## config.mk

```make
export PLATFORM = sky130hd
export DESIGN_NAME = indirect_data_addressing
export DESIGN_NICKNAME = d
export VERILOG_FILES = /design/src/hdl/indirect_addr_pkg.sv /design/src/hdl/indirect_data_addressing.sv
export SDC_FILE = /design/constraint.sdc
export NUM_CORES = 1
export LEC_CHECK = 0
export BUFFER_PORTS_ARGS = -buffer_cell sky130_fd_sc_hd__clkbuf_2
export CAP_MARGIN = 0
export CELL_PAD_IN_SITES_DETAIL_PLACEMENT = 1
export CELL_PAD_IN_SITES_GLOBAL_PLACEMENT = 1
export CORE_MARGIN = 2
export CORE_UTILIZATION = 38
export DETAILED_ROUTE_END_ITERATION = 12
export PLACE_DENSITY = 0.81
export SLEW_MARGIN = 0
export SYNTH_ARGS = -nofsm -noshare
export SYNTH_HDL_FRONTEND = slang
export SYNTH_SLANG_ARGS = --single-unit
```

## constraint.sdc

```tcl
create_clock -name sys_clk -period 2.7 [get_ports sys_clk]
set_input_delay 0.27 -clock sys_clk [delete_from_list [all_inputs] [get_ports sys_clk]]
set_output_delay 0.27 -clock sys_clk [all_outputs]
set_load 0.1 [all_outputs]
```

## src/hdl/indirect_addr_pkg.sv

```systemverilog
package indirect_addr_pkg;

  // Register offsets on the plain register port.
  localparam logic [3:0] OFF_POINTER_ONE_LOW = 4'h0;
  localparam logic [3:0] OFF_BANK_SELECT     = 4'h1;
  localparam logic [3:0] OFF_PLAIN_ALIAS     = 4'h2;
  localparam logic [3:0] OFF_POSTINC_ALIAS   = 4'h3;
  localparam logic [3:0] OFF_POSTDEC_ALIAS   = 4'h4;
  localparam logic [3:0] OFF_PREINC_ALIAS    = 4'h5;
  localparam logic [3:0] OFF_OFFSET_ALIAS    = 4'h6;
  localparam logic [3:0] OFF_POINTER_TWO_HI  = 4'h7;
  localparam logic [3:0] OFF_POINTER_TWO_LO  = 4'h8;

  localparam int         ADDR_W           = 12;
  localparam int         HIGH_W           = 4;
  localparam logic [3:0] BANK_RESET       = 4'h0;
  localparam logic [7:0] POINTER_RESET    = 8'h00;

  typedef enum logic [2:0] {
    MODE_PLAIN   = 3'h0,
    MODE_POSTINC = 3'h1,
    MODE_POSTDEC = 3'h3,
    MODE_PREINC  = 3'h2,
    MODE_OFFSET  = 3'h6
  } alias_mode_e;

  typedef struct packed {
    logic        rd;
    logic        wr;
    logic [11:0] addr;
    logic [7:0]  wdata;
  } mem_req_s;

endpackage

```

## src/hdl/indirect_data_addressing.sv

```systemverilog
// Local design decisions: the plain strobed port and the address map.
`timescale 1ns/100ps

// How it works
// - Plain alias accesses memory at the second pointer, pointer unchanged.
// - Post-increment alias uses the pointer, then adds one.
// - Post-decrement alias uses the pointer, then subtracts one.
// - Pre-increment alias adds one first, then uses the new value.
// - Offset alias uses pointer plus the working register as address.
// - Aliases hold no storage; every access goes to the memory byte at its effective address.
// - Second pointer high byte keeps four low bits; upper bits read zero.
// - Second pointer low byte is a full eight-bit register.
// - Bank select keeps four low bits, cleared by reset.
module indirect_data_addressing (
  input  wire logic                       sys_clk,
  input  wire logic                       srst,
  input  wire logic [3:0]                 reg_addr,
  input  wire logic [7:0]                 reg_wdata,
  input  wire logic                       reg_wr,
  input  wire logic                       reg_rd,
  output logic [7:0]                      reg_rdata,
  input  wire logic [7:0]                 work_reg,
  output indirect_addr_pkg::mem_req_s     mem_req,
  input  wire logic [7:0]                 mem_rdata,
  output logic [3:0]                      bank_sel,
  output logic [11:0]                     pointer_two
);

  logic [11:0] ptr_reg;
  logic [11:0] ptr_next;
  logic [7:0]  ptr1_reg;
  logic [3:0]  bank_reg;
  logic        alias_hit;
  logic        alias_rd_reg;
  logic [7:0]  plain_rdata_reg;
  logic [11:0] eff_addr;
  logic [3:0]  rd_addr_reg;

  ////////////////////////////////////////////////////////////////////////////////
  // Alias decode and effective address.

  always_comb begin
    alias_hit = 1'b1;
    eff_addr  = ptr_reg;
    ptr_next  = ptr_reg;
    case (reg_addr)
      indirect_addr_pkg::OFF_PLAIN_ALIAS: begin
        eff_addr = ptr_reg;
      end
      indirect_addr_pkg::OFF_POSTINC_ALIAS: begin
        eff_addr = ptr_reg;
        ptr_next = ptr_reg + 12'h001;
      end
      indirect_addr_pkg::OFF_POSTDEC_ALIAS: begin
        eff_addr = ptr_reg;
        ptr_next = ptr_reg - 12'h001;
      end
      indirect_addr_pkg::OFF_PREINC_ALIAS: begin
        eff_addr = ptr_reg + 12'h001;
        ptr_next = ptr_reg + 12'h001;
      end
      indirect_addr_pkg::OFF_OFFSET_ALIAS: begin
        // The working register acts as an unsigned offset; the sum wraps.
        eff_addr = ptr_reg + {4'h0, work_reg};
      end
      default: begin
        alias_hit = 1'b0;
      end
    endcase
  end

  // Aliases are passed straight to memory; nothing is stored here.
  always_comb begin
    mem_req.rd    = reg_rd & alias_hit;
    mem_req.wr    = reg_wr & alias_hit;
    mem_req.addr  = eff_addr;
    mem_req.wdata = reg_wdata;
  end

  ////////////////////////////////////////////////////////////////////////////////
  // Second pointer, first pointer low byte and bank select.

  // The pointer reset value is undefined in the part; zero is used so that
  // simulation stays free of unknowns.
  always_ff @(posedge sys_clk) begin
    if (srst) begin
      ptr_reg <= {indirect_addr_pkg::BANK_RESET, indirect_addr_pkg::POINTER_RESET};
    end else if (reg_wr && reg_addr == indirect_addr_pkg::OFF_POINTER_TWO_HI) begin
      ptr_reg[11:8] <= reg_wdata[3:0];
    end else if (reg_wr && reg_addr == indirect_addr_pkg::OFF_POINTER_TWO_LO) begin
      ptr_reg[7:0] <= reg_wdata;
    end else if ((reg_wr || reg_rd) && alias_hit) begin
      ptr_reg <= ptr_next;
    end
  end

  always_ff @(posedge sys_clk) begin
    if (srst) begin
      ptr1_reg <= indirect_addr_pkg::POINTER_RESET;
    end else if (reg_wr && reg_addr == indirect_addr_pkg::OFF_POINTER_ONE_LOW) begin
      ptr1_reg <= reg_wdata;
    end
  end

  always_ff @(posedge sys_clk) begin
    if (srst) begin
      bank_reg <= indirect_addr_pkg::BANK_RESET;
    end else if (reg_wr && reg_addr == indirect_addr_pkg::OFF_BANK_SELECT) begin
      bank_reg <= reg_wdata[3:0];
    end
  end

  assign bank_sel    = bank_reg;
  assign pointer_two = ptr_reg;

  ////////////////////////////////////////////////////////////////////////////////
  // Read-back, one cycle after the strobe.

  always_ff @(posedge sys_clk) begin
    if (srst) begin
      alias_rd_reg <= 1'b0;
      rd_addr_reg  <= 4'h0;
      plain_rdata_reg <= 8'h00;
    end else begin
      alias_rd_reg <= reg_rd & alias_hit;
      rd_addr_reg  <= reg_addr;
      if (reg_rd) begin
        case (reg_addr)
          indirect_addr_pkg::OFF_POINTER_ONE_LOW: plain_rdata_reg <= ptr1_reg;
          indirect_addr_pkg::OFF_BANK_SELECT:     plain_rdata_reg <= {4'h0, bank_reg};
          indirect_addr_pkg::OFF_POINTER_TWO_HI:  plain_rdata_reg <= {4'h0, ptr_reg[11:8]};
          indirect_addr_pkg::OFF_POINTER_TWO_LO:  plain_rdata_reg <= ptr_reg[7:0];
          default:                                plain_rdata_reg <= 8'h00;
        endcase
      end else begin
        plain_rdata_reg <= 8'h00;
      end
    end
  end

  // Memory answers one cycle after the request, so alias reads pass it through.
  assign reg_rdata = alias_rd_reg ? mem_rdata : plain_rdata_reg;

  ////////////////////////////////////////////////////////////////////////////////
  // Checks.

  // Every check except a_bank_reset is disabled while reset is high, so the first edge after
  // release never compares against values sampled during reset.
  // Pointer checks look one cycle ahead because the pointer is registered,
  // while address checks look at the same cycle because the request is
  // combinational.

  a_postinc_step: assert property (
    @(posedge sys_clk) disable iff (srst)
    (reg_rd && reg_addr == indirect_addr_pkg::OFF_POSTINC_ALIAS)
      |=> ptr_reg == $past(ptr_reg) + 12'h001)
    else $error("post-increment did not step the pointer");

  a_postinc_wstep: assert property (
    @(posedge sys_clk) disable iff (srst)
    (reg_wr && reg_addr == indirect_addr_pkg::OFF_POSTINC_ALIAS)
      |=> ptr_reg == $past(ptr_reg) + 12'h001)
    else $error("post-increment write did not step the pointer");

  a_postinc_addr: assert property (
    @(posedge sys_clk) disable iff (srst)
    ((mem_req.rd || mem_req.wr) && reg_addr == indirect_addr_pkg::OFF_POSTINC_ALIAS)
      |-> mem_req.addr == ptr_reg)
    else $error("post-increment address wrong");

  a_postdec_step: assert property (
    @(posedge sys_clk) disable iff (srst)
    (reg_wr && reg_addr == indirect_addr_pkg::OFF_POSTDEC_ALIAS)
      |=> ptr_reg == $past(ptr_reg) - 12'h001)
    else $error("post-decrement did not step the pointer");

  a_postdec_rstep: assert property (
    @(posedge sys_clk) disable iff (srst)
    (reg_rd && reg_addr == indirect_addr_pkg::OFF_POSTDEC_ALIAS)
      |=> ptr_reg == $past(ptr_reg) - 12'h001)
    else $error("post-decrement read did not step the pointer");

  a_postdec_addr: assert property (
    @(posedge sys_clk) disable iff (srst)
    ((mem_req.rd || mem_req.wr) && reg_addr == indirect_addr_pkg::OFF_POSTDEC_ALIAS)
      |-> mem_req.addr == ptr_reg)
    else $error("post-decrement address wrong");

  // The pre-increment address is checked against the pointer before the
  // step and the stored pointer one cycle later, so both halves must agree.
  a_preinc_addr: assert property (
    @(posedge sys_clk) disable iff (srst)
    (mem_req.rd && reg_addr == indirect_addr_pkg::OFF_PREINC_ALIAS)
      |-> mem_req.addr == ptr_reg + 12'h001 ##1 ptr_reg == $past(ptr_reg) + 12'h001)
    else $error("pre-increment address wrong");

  a_preinc_waddr: assert property (
    @(posedge sys_clk) disable iff (srst)
    (mem_req.wr && reg_addr == indirect_addr_pkg::OFF_PREINC_ALIAS)
      |-> mem_req.addr == ptr_reg + 12'h001)
    else $error("pre-increment write address wrong");

  a_preinc_wstep: assert property (
    @(posedge sys_clk) disable iff (srst)
    (reg_wr && reg_addr == indirect_addr_pkg::OFF_PREINC_ALIAS)
      |=> ptr_reg == $past(ptr_reg) + 12'h001)
    else $error("pre-increment write did not step the pointer");

  a_plain_hold: assert property (
    @(posedge sys_clk) disable iff (srst)
    (reg_rd && reg_addr == indirect_addr_pkg::OFF_PLAIN_ALIAS)
      |-> mem_req.addr == ptr_reg ##1 $stable(ptr_reg))
    else $error("plain alias moved the pointer");

  a_plain_whold: assert property (
    @(posedge sys_clk) disable iff (srst)
    (reg_wr && reg_addr == indirect_addr_pkg::OFF_PLAIN_ALIAS)
      |-> mem_req.addr == ptr_reg ##1 $stable(ptr_reg))
    else $error("plain alias write moved the pointer");

  a_offset_addr: assert property (
    @(posedge sys_clk) disable iff (srst)
    (mem_req.wr && reg_addr == indirect_addr_pkg::OFF_OFFSET_ALIAS)
      |-> mem_req.addr == ptr_reg + {4'h0, work_reg})
    else $error("offset alias address wrong");

  a_offset_raddr: assert property (
    @(posedge sys_clk) disable iff (srst)
    (mem_req.rd && reg_addr == indirect_addr_pkg::OFF_OFFSET_ALIAS)
      |-> mem_req.addr == ptr_reg + {4'h0, work_reg})
    else $error("offset alias read address wrong");

  a_offset_hold: assert property (
    @(posedge sys_clk) disable iff (srst)
    ((reg_rd || reg_wr) && reg_addr == indirect_addr_pkg::OFF_OFFSET_ALIAS)
      |=> $stable(ptr_reg))
    else $error("offset alias moved the pointer");

  // Aliases carry nothing of their own: reads come from memory, writes go
  // to memory, and no other offset may reach the memory port.
  a_alias_route: assert property (
    @(posedge sys_clk) disable iff (srst)
    (reg_rd && alias_hit)
      |=> reg_rdata == mem_rdata)
    else $error("alias read not taken from memory");

  a_no_stray_req: assert property (
    @(posedge sys_clk) disable iff (srst)
    (!alias_hit)
      |-> !mem_req.rd && !mem_req.wr)
    else $error("memory request from a non-alias offset");

  a_wdata_pass: assert property (
    @(posedge sys_clk) disable iff (srst)
    (mem_req.wr)
      |-> mem_req.wdata == reg_wdata)
    else $error("alias write data not passed to memory");

  a_ptr_quiet: assert property (
    @(posedge sys_clk) disable iff (srst)
    (!reg_rd && !reg_wr)
      |=> $stable(ptr_reg))
    else $error("pointer moved without an access");

  a_high_nibble: assert property (
    @(posedge sys_clk) disable iff (srst)
    (reg_rd && reg_addr == indirect_addr_pkg::OFF_POINTER_TWO_HI)
      |=> reg_rdata[7:4] == 4'h0 && reg_rdata[3:0] == $past(ptr_reg[11:8]))
    else $error("pointer high byte read wrong");

  a_high_write: assert property (
    @(posedge sys_clk) disable iff (srst)
    (reg_wr && reg_addr == indirect_addr_pkg::OFF_POINTER_TWO_HI)
      |=> ptr_reg[11:8] == $past(reg_wdata[3:0]) && ptr_reg[7:0] == $past(ptr_reg[7:0]))
    else $error("pointer high byte not written");

  a_low_write: assert property (
    @(posedge sys_clk) disable iff (srst)
    (reg_wr && reg_addr == indirect_addr_pkg::OFF_POINTER_TWO_LO)
      |=> ptr_reg[7:0] == $past(reg_wdata) && ptr_reg[11:8] == $past(ptr_reg[11:8]))
    else $error("pointer low byte not written");

  a_low_read: assert property (
    @(posedge sys_clk) disable iff (srst)
    (reg_rd && reg_addr == indirect_addr_pkg::OFF_POINTER_TWO_LO)
      |=> reg_rdata == $past(ptr_reg[7:0]))
    else $error("pointer low byte read wrong");

  a_ptr1_write: assert property (
    @(posedge sys_clk) disable iff (srst)
    (reg_wr && reg_addr == indirect_addr_pkg::OFF_POINTER_ONE_LOW)
      |=> ptr1_reg == $past(reg_wdata))
    else $error("first pointer low byte not written");

  a_ptr1_read: assert property (
    @(posedge sys_clk) disable iff (srst)
    (reg_rd && reg_addr == indirect_addr_pkg::OFF_POINTER_ONE_LOW)
      |=> reg_rdata == $past(ptr1_reg))
    else $error("first pointer low byte read wrong");

  // Reset is checked without a disable, since reset itself is the trigger.
  a_bank_reset: assert property (
    @(posedge sys_clk)
    srst
      |=> bank_sel == 4'h0)
    else $error("bank select not cleared");

  a_bank_write: assert property (
    @(posedge sys_clk) disable iff (srst)
    (reg_wr && reg_addr == indirect_addr_pkg::OFF_BANK_SELECT)
      |=> bank_sel == $past(reg_wdata[3:0]))
    else $error("bank select not written");

  a_bank_read: assert property (
    @(posedge sys_clk) disable iff (srst)
    (reg_rd && reg_addr == indirect_addr_pkg::OFF_BANK_SELECT)
      |=> reg_rdata == {4'h0, $past(bank_sel)})
    else $error("bank select read wrong");

  // The three wrap checks cover both ends of the twelve-bit range; a carry
  // that stopped at the low byte would break each of them.
  a_wrap_top: assert property (
    @(posedge sys_clk) disable iff (srst)
    (reg_rd && reg_addr == indirect_addr_pkg::OFF_POSTINC_ALIAS && ptr_reg == 12'hfff)
      |=> ptr_reg == 12'h000)
    else $error("pointer did not wrap");

  a_wrap_bottom: assert property (
    @(posedge sys_clk) disable iff (srst)
    ((reg_rd || reg_wr) && reg_addr == indirect_addr_pkg::OFF_POSTDEC_ALIAS && ptr_reg == 12'h000)
      |=> ptr_reg == 12'hfff)
    else $error("pointer did not wrap downwards");

  a_preinc_wrap: assert property (
    @(posedge sys_clk) disable iff (srst)
    ((mem_req.rd || mem_req.wr) && reg_addr == indirect_addr_pkg::OFF_PREINC_ALIAS
      && ptr_reg == 12'hfff)
      |-> mem_req.addr == 12'h000)
    else $error("pre-increment address did not wrap");

endmodule

```

==> flow_summary.json, run 1 <==
{
  "boundaryPins": 78,
  "yosys-top-cells-area": "sky130_fd_sc_hd__dfxtp_1 23%, sky130_fd_sc_hd__a21oi_1 5.0%, sky130_fd_sc_hd__ha_1 4.4%",
  "avg_cell_area_syn_sq_um": 7.65,
  "globalRouteOverflowTotal": 0,
  "grt_pass1_vias": 3230,
  "die_w_microns": 90.3,
  "ys.warnings.count": 0,
  "cp_slowest_cell": "sky130_fd_sc_hd__o311a_4",
  "crit_path_leading_delay_family": "compound AO/OA/AOI/OAI gates",
  "detailedPlace.worstSlack_ns": 0.0862,
  "pwr_density_cell_mw_per_mm2": 497,
  "totalPowerFinal_mw": 1.89,
  "synth-edff-count": 0,
  "io_buffers": 77,
  "drt_first_pass_iters": 5,
  "cp.required_ns": 2.43,
  "power_leakage_nw": 1.56,
  "placer_congestion_estimate": 1.04,
  "vias": 3259,
  "drt-initial-drc-count": 181,
  "remaining_drc_errors": 0,
  "worst-endpoint-arrival_ns": 2.37,
  "yosys_register_bits": 33,
  "post_synth_most_frequent_cells": "33 x sky130_fd_sc_hd__dfxtp_1, 32 x sky130_fd_sc_hd__nor2_1, 28 x sky130_fd_sc_hd__a21oi_1, 26 x sky130_fd_sc_hd__nand2_1, 23 x sky130_fd_sc_hd__nand3_1",
  "timing_worst_setup_path_type": "flop to output pin",
  "layout.cell_area.non_filler_sq_mm": 0.00380,
  "postPlaceCellArea_sq_mm": 0.00356,
  "ir_drop_v": 0.000273,
  "achievable_freq_mhz": 379,
  "clkTransAtPathRegs_ns": 0.08,
  "cts-root-buf": "sky130_fd_sc_hd__clkbuf_8",
  "min-delay-path-class": "input port to flop",
  "clkLatencyLatePin_ns": 0.29,
  "grtUsageTotal_pct": 26.1,
  "timing.final.hold_violations": 0,
  "initial_core_util_pct": 39.2,
  "synth.yosys.seq_area_share_pct": 23.3,
  "drt-vias-per-instance": 6.06,
  "die_area_sq_mm": 0.00815,
  "die_height_microns": 90.3,
  "timing.critical_path.cells": "ha_1 > a21o_1 > and4_1 > o311a_4 > o21ai_4 > xnor2_4 > buf_12",
  "worst_setup_path_end_kind": "output pin",
  "rows": 31,
  "antenna-diode-count": 0,
  "cp_slowest_stage_delay_ns": 0.41,
  "finalWorstPathRequiredPeriod_ns": 2.64,
  "syn2layout_area_growth_pct": 34.2,
  "syn_inst": 370,
  "layout_worst_path_cycle_share_pct": 97.8,
  "antenna_found_initial": 0,
  "grt_start_max_net_pins": 28,
  "cts.sink_count": 33,
  "largest_reg_flops": 12,
  "synth_largest_type_area_fraction_pct": 23.3,
  "post-synth-top-count-cell": "sky130_fd_sc_hd__dfxtp_1",
  "tritoncts": "built",
  "timing.critical_path.fanout_max": 11,
  "stdcell_count": 538,
  "worst_slew_pin_slew_ns": 0.640,
  "final-setup-viol-count": 0,
  "worst_max_slew_margin_expressed_relative_to_the_limit_pct": 57.2,
  "post_synth_cell_types": 63,
  "postSynth.asyncResetShare_pct": 0,
  "outcome": "complete, no violations",
  "number_of_pins_exceeding_their_max_slew_limit_in_the_final_report": 0,
  "avgRoutedWirePerCell_microns": 20.0,
  "max-clock-path-buffers": 2,
  "maxCapViolations": 0,
  "wire_length_of_the_first_global_routing_pass_microns": 17300,
  "synth_fp_nets": 413,
  "numCtsBuffers": 5,
  "synthDominantAreaCellType": "sky130_fd_sc_hd__dfxtp_1",
  "skew_ns": 0.0106,
  "drive_gt1_share_pct": 34.9,
  "cp.buffers_inverters": 1,
  "numPlacedInstances": 523,
  "place_hpwl_microns": 8130,
  "core-area_sq_mm": 0.00721,
  "postSynth.topFlopCell": "sky130_fd_sc_hd__dfxtp_1",
  "crit_path_start_kind": "flop",
  "routed_wl_microns": 10800,
  "grt_setup_unrepaired": "true",
  "fin_nets": 481,
  "postRouteAntennaNets": 0,
  "number_of_h_tree_branching_levels": 2,
  "cts_hold_buffers": 0,
  "netlist_area_sq_mm": 0.00283,
  "fin_ws_ns": 0.0585
}
[cell usage in the layout, fill, tap and decap left out, types with 9 or more instances in the layout]
cell type / n
sky130_fd_sc_hd__nand2_1: 26
sky130_fd_sc_hd__buf_12: 9
sky130_fd_sc_hd__a211oi_1: 10
sky130_fd_sc_hd__clkbuf_2: 68
sky130_fd_sc_hd__a21oi_1: 26
sky130_fd_sc_hd__o21ai_0: 17
sky130_fd_sc_hd__buf_4: 20
sky130_fd_sc_hd__nand3_1: 22
sky130_fd_sc_hd__mux2i_1: 9
sky130_fd_sc_hd__nor2_1: 32
sky130_fd_sc_hd__dfxtp_1: 23
[stage by stage]
| step | utilization, % | TNS, ns | hold WS, ns |
|---|---|---|---|
| after floorplan | - | -0.0111 | 0.414 |
| after global placement | 49.4 | 0 | 0.442 |
| after detailed placement | 49.4 | 0 | 0.448 |
| after CTS | 51.5 | 0 | 0.256 |
| after global routing | 52.6 | -0.0791 | 0.269 |
| final | 52.6 | 0 | 0.261 |
[worst register-to-register path, cell delays in order, from the launching register on]
cell and delay (ns):
sky130_fd_sc_hd__dfxtp_4 0.37, sky130_fd_sc_hd__buf_4 0.14, sky130_fd_sc_hd__buf_4 0.16, sky130_fd_sc_hd__inv_1 0.07, sky130_fd_sc_hd__ha_1 0.20, sky130_fd_sc_hd__or4b_1 0.51
sky130_fd_sc_hd__nor4_1 0.22, sky130_fd_sc_hd__mux2i_1 0.18, sky130_fd_sc_hd__or3_1 0.34, sky130_fd_sc_hd__a311oi_1 0.26
[per-layer routing]
layer / up-vias / wire length (microns) / GRT usage (%)
met4: 0 / 153 / 6.54
met2: 136 / 5480 / 46.1
met5: - / 0 / 0
met3: 14 / 734 / 3.42
met1: 1604 / 4400 / 33.8
li1: 1505 / - / -
[what timing repair did]
item	in CTS	in global routing
setup buffers	3	4
pin swaps	0	7
setup endpoints to repair	5	6
resized for setup	4	10
[layout make-up]
type	instances	area [sq um]
flip-flops and latches	33	686
inverters	9	33.8
repair buffers	97	671
multi-input cells	292	2170
fillers	913	3420
well taps	99	124
clock buffers	8	111
[final timing paths]
check                   endpoint  slack, ns      startpoint  depth (start not counted)
hold / removal       ptr1_reg[4]       0.26    reg_wdata[4]                          3
setup / recovery     mem_req[17]       0.06  pointer_two[1]                          7
hold reg to reg      ptr1_reg[4]       0.46     ptr1_reg[4]                          2
setup reg to reg  pointer_two[8]       0.15  pointer_two[0]                          9
[cells by family (layout without fill, tap and decap cells)]
kind of cell	after synthesis	in the layout	synth area share, %
compound gates	109	109	26.4
xor+xnor	17	17	5.79
fa+ha+maj	11	11	5.13
buf+inv	45	114	7.47
flops	33	33	23.3
mux	17	17	6.37
simple gates	138	138	25.5
[report_power, final]
group,total (mW),switching (mW),internal (mW)
combinational,0.866,0.603,0.264
sequential,0.551,0.0455,0.506
clock,0.468,0.204,0.264
No activity file was read; power rests on OpenSTA's default activity.
==> run 2, diff against run 1 <==
- ABC_AREA: not set -> 1
- CORE_UTILIZATION: 38 -> 36
==> run 2 against run 1 <==
Against the previous run:
- sequential share of layout area is 1.1 points higher
- total power is 14% lower
- clock skew is 0.0035 ns lower
- synthesized cell count is 28% higher
- core utilization is 6.7 points lower
- maximum frequency is 2.7% higher
- critical path depth is 2 higher
- critical endpoint is now mem_req[14]
- largest power group unchanged
==> flow_summary.json, run 2 <==
{
  "drive_gt1_share_pct": 25.1,
  "syn_inst": 472,
  "netlist_area_sq_mm": 0.00292,
  "timing_worst_setup_path_type": "flop to output pin",
  "number_of_h_tree_branching_levels": 2,
  "utilization_pct": 45.9,
  "finalWorstPathRequiredPeriod_ns": 2.57,
  "layout_worst_path_cycle_share_pct": 95.2,
  "drt-vias-per-instance": 5.34,
  "maxCapViolations": 0,
  "place_hpwl_microns": 8130,
  "avg_cell_area_syn_sq_um": 6.18,
  "globalRouteOverflowTotal": 0,
  "cts-root-buf": "sky130_fd_sc_hd__clkbuf_8",
  "postRouteAntennaNets": 0,
  "clkTransAtPathRegs_ns": 0.07,
  "reg2reg_depth": 10,
  "clkLatencyLatePin_ns": 0.28,
  "syn2layout_area_growth_pct": 22.4,
  "crit_path_start_kind": "flop",
  "mostFrequentLayoutCell": "sky130_fd_sc_hd__nand2_1",
  "cts.sink_count": 33,
  "synth.yosys.seq_area_share_pct": 22.7,
  "max-clock-path-buffers": 2,
  "routed_wl_microns": 10100,
  "synth-edff-count": 0,
  "grt_start_max_net_pins": 24,
  "skew_ns": 0.00714,
  "post-synth-top-count-cell": "sky130_fd_sc_hd__nand2_1",
  "timing.critical_path.fanout_max": 11,
  "worst_slew_pin_slew_ns": 0.629,
  "avgRoutedWirePerCell_microns": 15.7,
  "ir_drop_v": 0.000229,
  "postPlaceCellArea_sq_mm": 0.00344,
  "pwr_density_cell_mw_per_mm2": 453,
  "cp.required_ns": 2.43,
  "fin_nets": 583,
  "antenna-diode-count": 0,
  "largest_reg_flops": 12,
  "layout.cell_area.non_filler_sq_mm": 0.00357,
  "post_synth_cell_types": 38,
  "wire_length_of_the_first_global_routing_pass_microns": 16200,
  "numCtsBuffers": 5,
  "initial_core_util_pct": 37.5,
  "core-area_sq_mm": 0.00777,
  "timing.final.hold_violations": 0,
  "vias": 3435,
  "grt_setup_unrepaired": "false",
  "post_synth_most_frequent_cells": "116 x sky130_fd_sc_hd__nand2_1, 60 x sky130_fd_sc_hd__inv_1, 56 x sky130_fd_sc_hd__nand3_1, 41 x sky130_fd_sc_hd__a21oi_1",
  "post_cts.repair.setup_buffers": 0,
  "yosys_register_bits": 33,
  "setup_total_negative_slack_ns": 0,
  "die_height_microns": 94.0,
  "synth_fp_nets": 515,
  "min-delay-path-class": "input port to flop",
  "grt_pass1_vias": 3332,
  "worst_hold_path.num_cells": 2,
  "die_w_microns": 94.0,
  "power_leakage_nw": 1.77,
  "ys.warnings.count": 0,
  "placer_congestion_estimate": 0.870,
  "synth_largest_type_area_fraction_pct": 22.7,
  "worst_max_slew_margin_expressed_relative_to_the_limit_pct": 58.1,
  "final-setup-viol-count": 0,
  "rows": 32,
  "io_buffers": 77,
  "antenna_found_initial": 0,
  "drt_first_pass_iters": 4,
  "postSynth.topFlopCell": "sky130_fd_sc_hd__dfxtp_1",
  "grtUsageTotal_pct": 23.1,
  "boundaryPins": 78,
  "postSynth.asyncResetShare_pct": 0,
  "yosys-top-cells-area": "sky130_fd_sc_hd__dfxtp_1 23%, sky130_fd_sc_hd__nand2_1 15%, sky130_fd_sc_hd__nand3_1 9.6%",
  "worst_setup_path_end_kind": "output pin",
  "number_of_pins_exceeding_their_max_slew_limit_in_the_final_report": 0,
  "outcome": "complete, no violations",
  "tritoncts": "built",
  "layout.cells.most_common_list": "113 x sky130_fd_sc_hd__nand2_1, 73 x sky130_fd_sc_hd__clkbuf_2, 60 x sky130_fd_sc_hd__inv_1",
  "remaining_drc_errors": 0,
  "achievable_freq_mhz": 389,
  "drt-initial-drc-count": 124,
  "synthDominantAreaCellType": "sky130_fd_sc_hd__dfxtp_1",
  "worst-endpoint-arrival_ns": 2.30,
  "die_area_sq_mm": 0.00883
}
run 2: final cells by class:
class / instances / area, sq um
clock buffer: 7 / 86.3
clock inverter: 1 / 30.0
fill: 1095 / 4200
inverter: 65 / 246
multi-input combinational: 352 / 1930
sequential: 33 / 683
tap: 102 / 128
timing repair buffer: 83 / 463
run 2: final timing paths:
path | startpoint | slack, ns | to
max | pointer_two[3] | 0.13 | mem_req[14]
min reg2reg | ptr1_reg[4] | 0.45 | ptr1_reg[4]
min | srst | 0.22 | pointer_two[5]
max reg2reg | pointer_two[0] | 0.94 | pointer_two[4]
run 2: worst max-delay path, stage by stage, from the launching register on:
cell                       delay, ns
sky130_fd_sc_hd__dfxtp_4        0.40
sky130_fd_sc_hd__ha_1           0.37
sky130_fd_sc_hd__a21oi_1        0.26
sky130_fd_sc_hd__nor2_1         0.07
sky130_fd_sc_hd__nor2_1         0.09
sky130_fd_sc_hd__nand2_1        0.08
sky130_fd_sc_hd__a21oi_1        0.11
sky130_fd_sc_hd__o21ai_0        0.09
sky130_fd_sc_hd__nand3_1        0.09
sky130_fd_sc_hd__clkbuf_2       0.46
run 2: per-stage QoR:
stage / hold WS (ns) / instances / power [mW] / setup WS [ns]
3_3_place_gp: 0.435 / 635 / 1.13 / 0.506
4_1_cts: 0.207 / 643 / 1.62 / 0.120
5_1_grt: 0.213 / 643 / 1.70 / 0.00528
6_report: 0.222 / 643 / 1.62 / 0.128
2_1_floorplan: 0.332 / 472 / 1.01 / -0.242
3_5_place_dp: 0.441 / 635 / 1.14 / 0.433
run 2: where the power goes:
group	leakage [nW]	internal [mW]	switching (mW)
clock network	0.0585	0.301	0.180
logic	1.44	0.147	0.465
registers	0.272	0.499	0.0250
run 2: cells by family (layout without fill, tap and decap cells):
group                    count (synthesis)  count (layout)  synth area share (%)
buffers and inverters                   87             156                  13.4
AO/OA/AOI/OAI                           94              94                  17.6
multiplexers                             8               8                  3.09
XOR/XNOR                                 7               7                  2.10
AND/OR/NAND/NOR                        232             232                  36.2
flip-flops                              33              33                  22.7
adder cells (fa/ha/maj)                 11              11                  4.98
run 2: timing repair:
| item | in CTS | in global routing |
|---|---|---|
| hold buffers | 0 | 0 |
| setup endpoints to repair | 0 | 3 |
| resized for setup | 0 | 3 |
run 2: routing by layer:
layer  up-vias  global-route usage, %  part of all wire, %
li1       1687                      -                    -
met1      1669                   32.0                   47
met2        71                   39.2                   48
met3         8                   2.49                  3.2
met4         0                   3.99                 0.84
met5         -                      0                    0
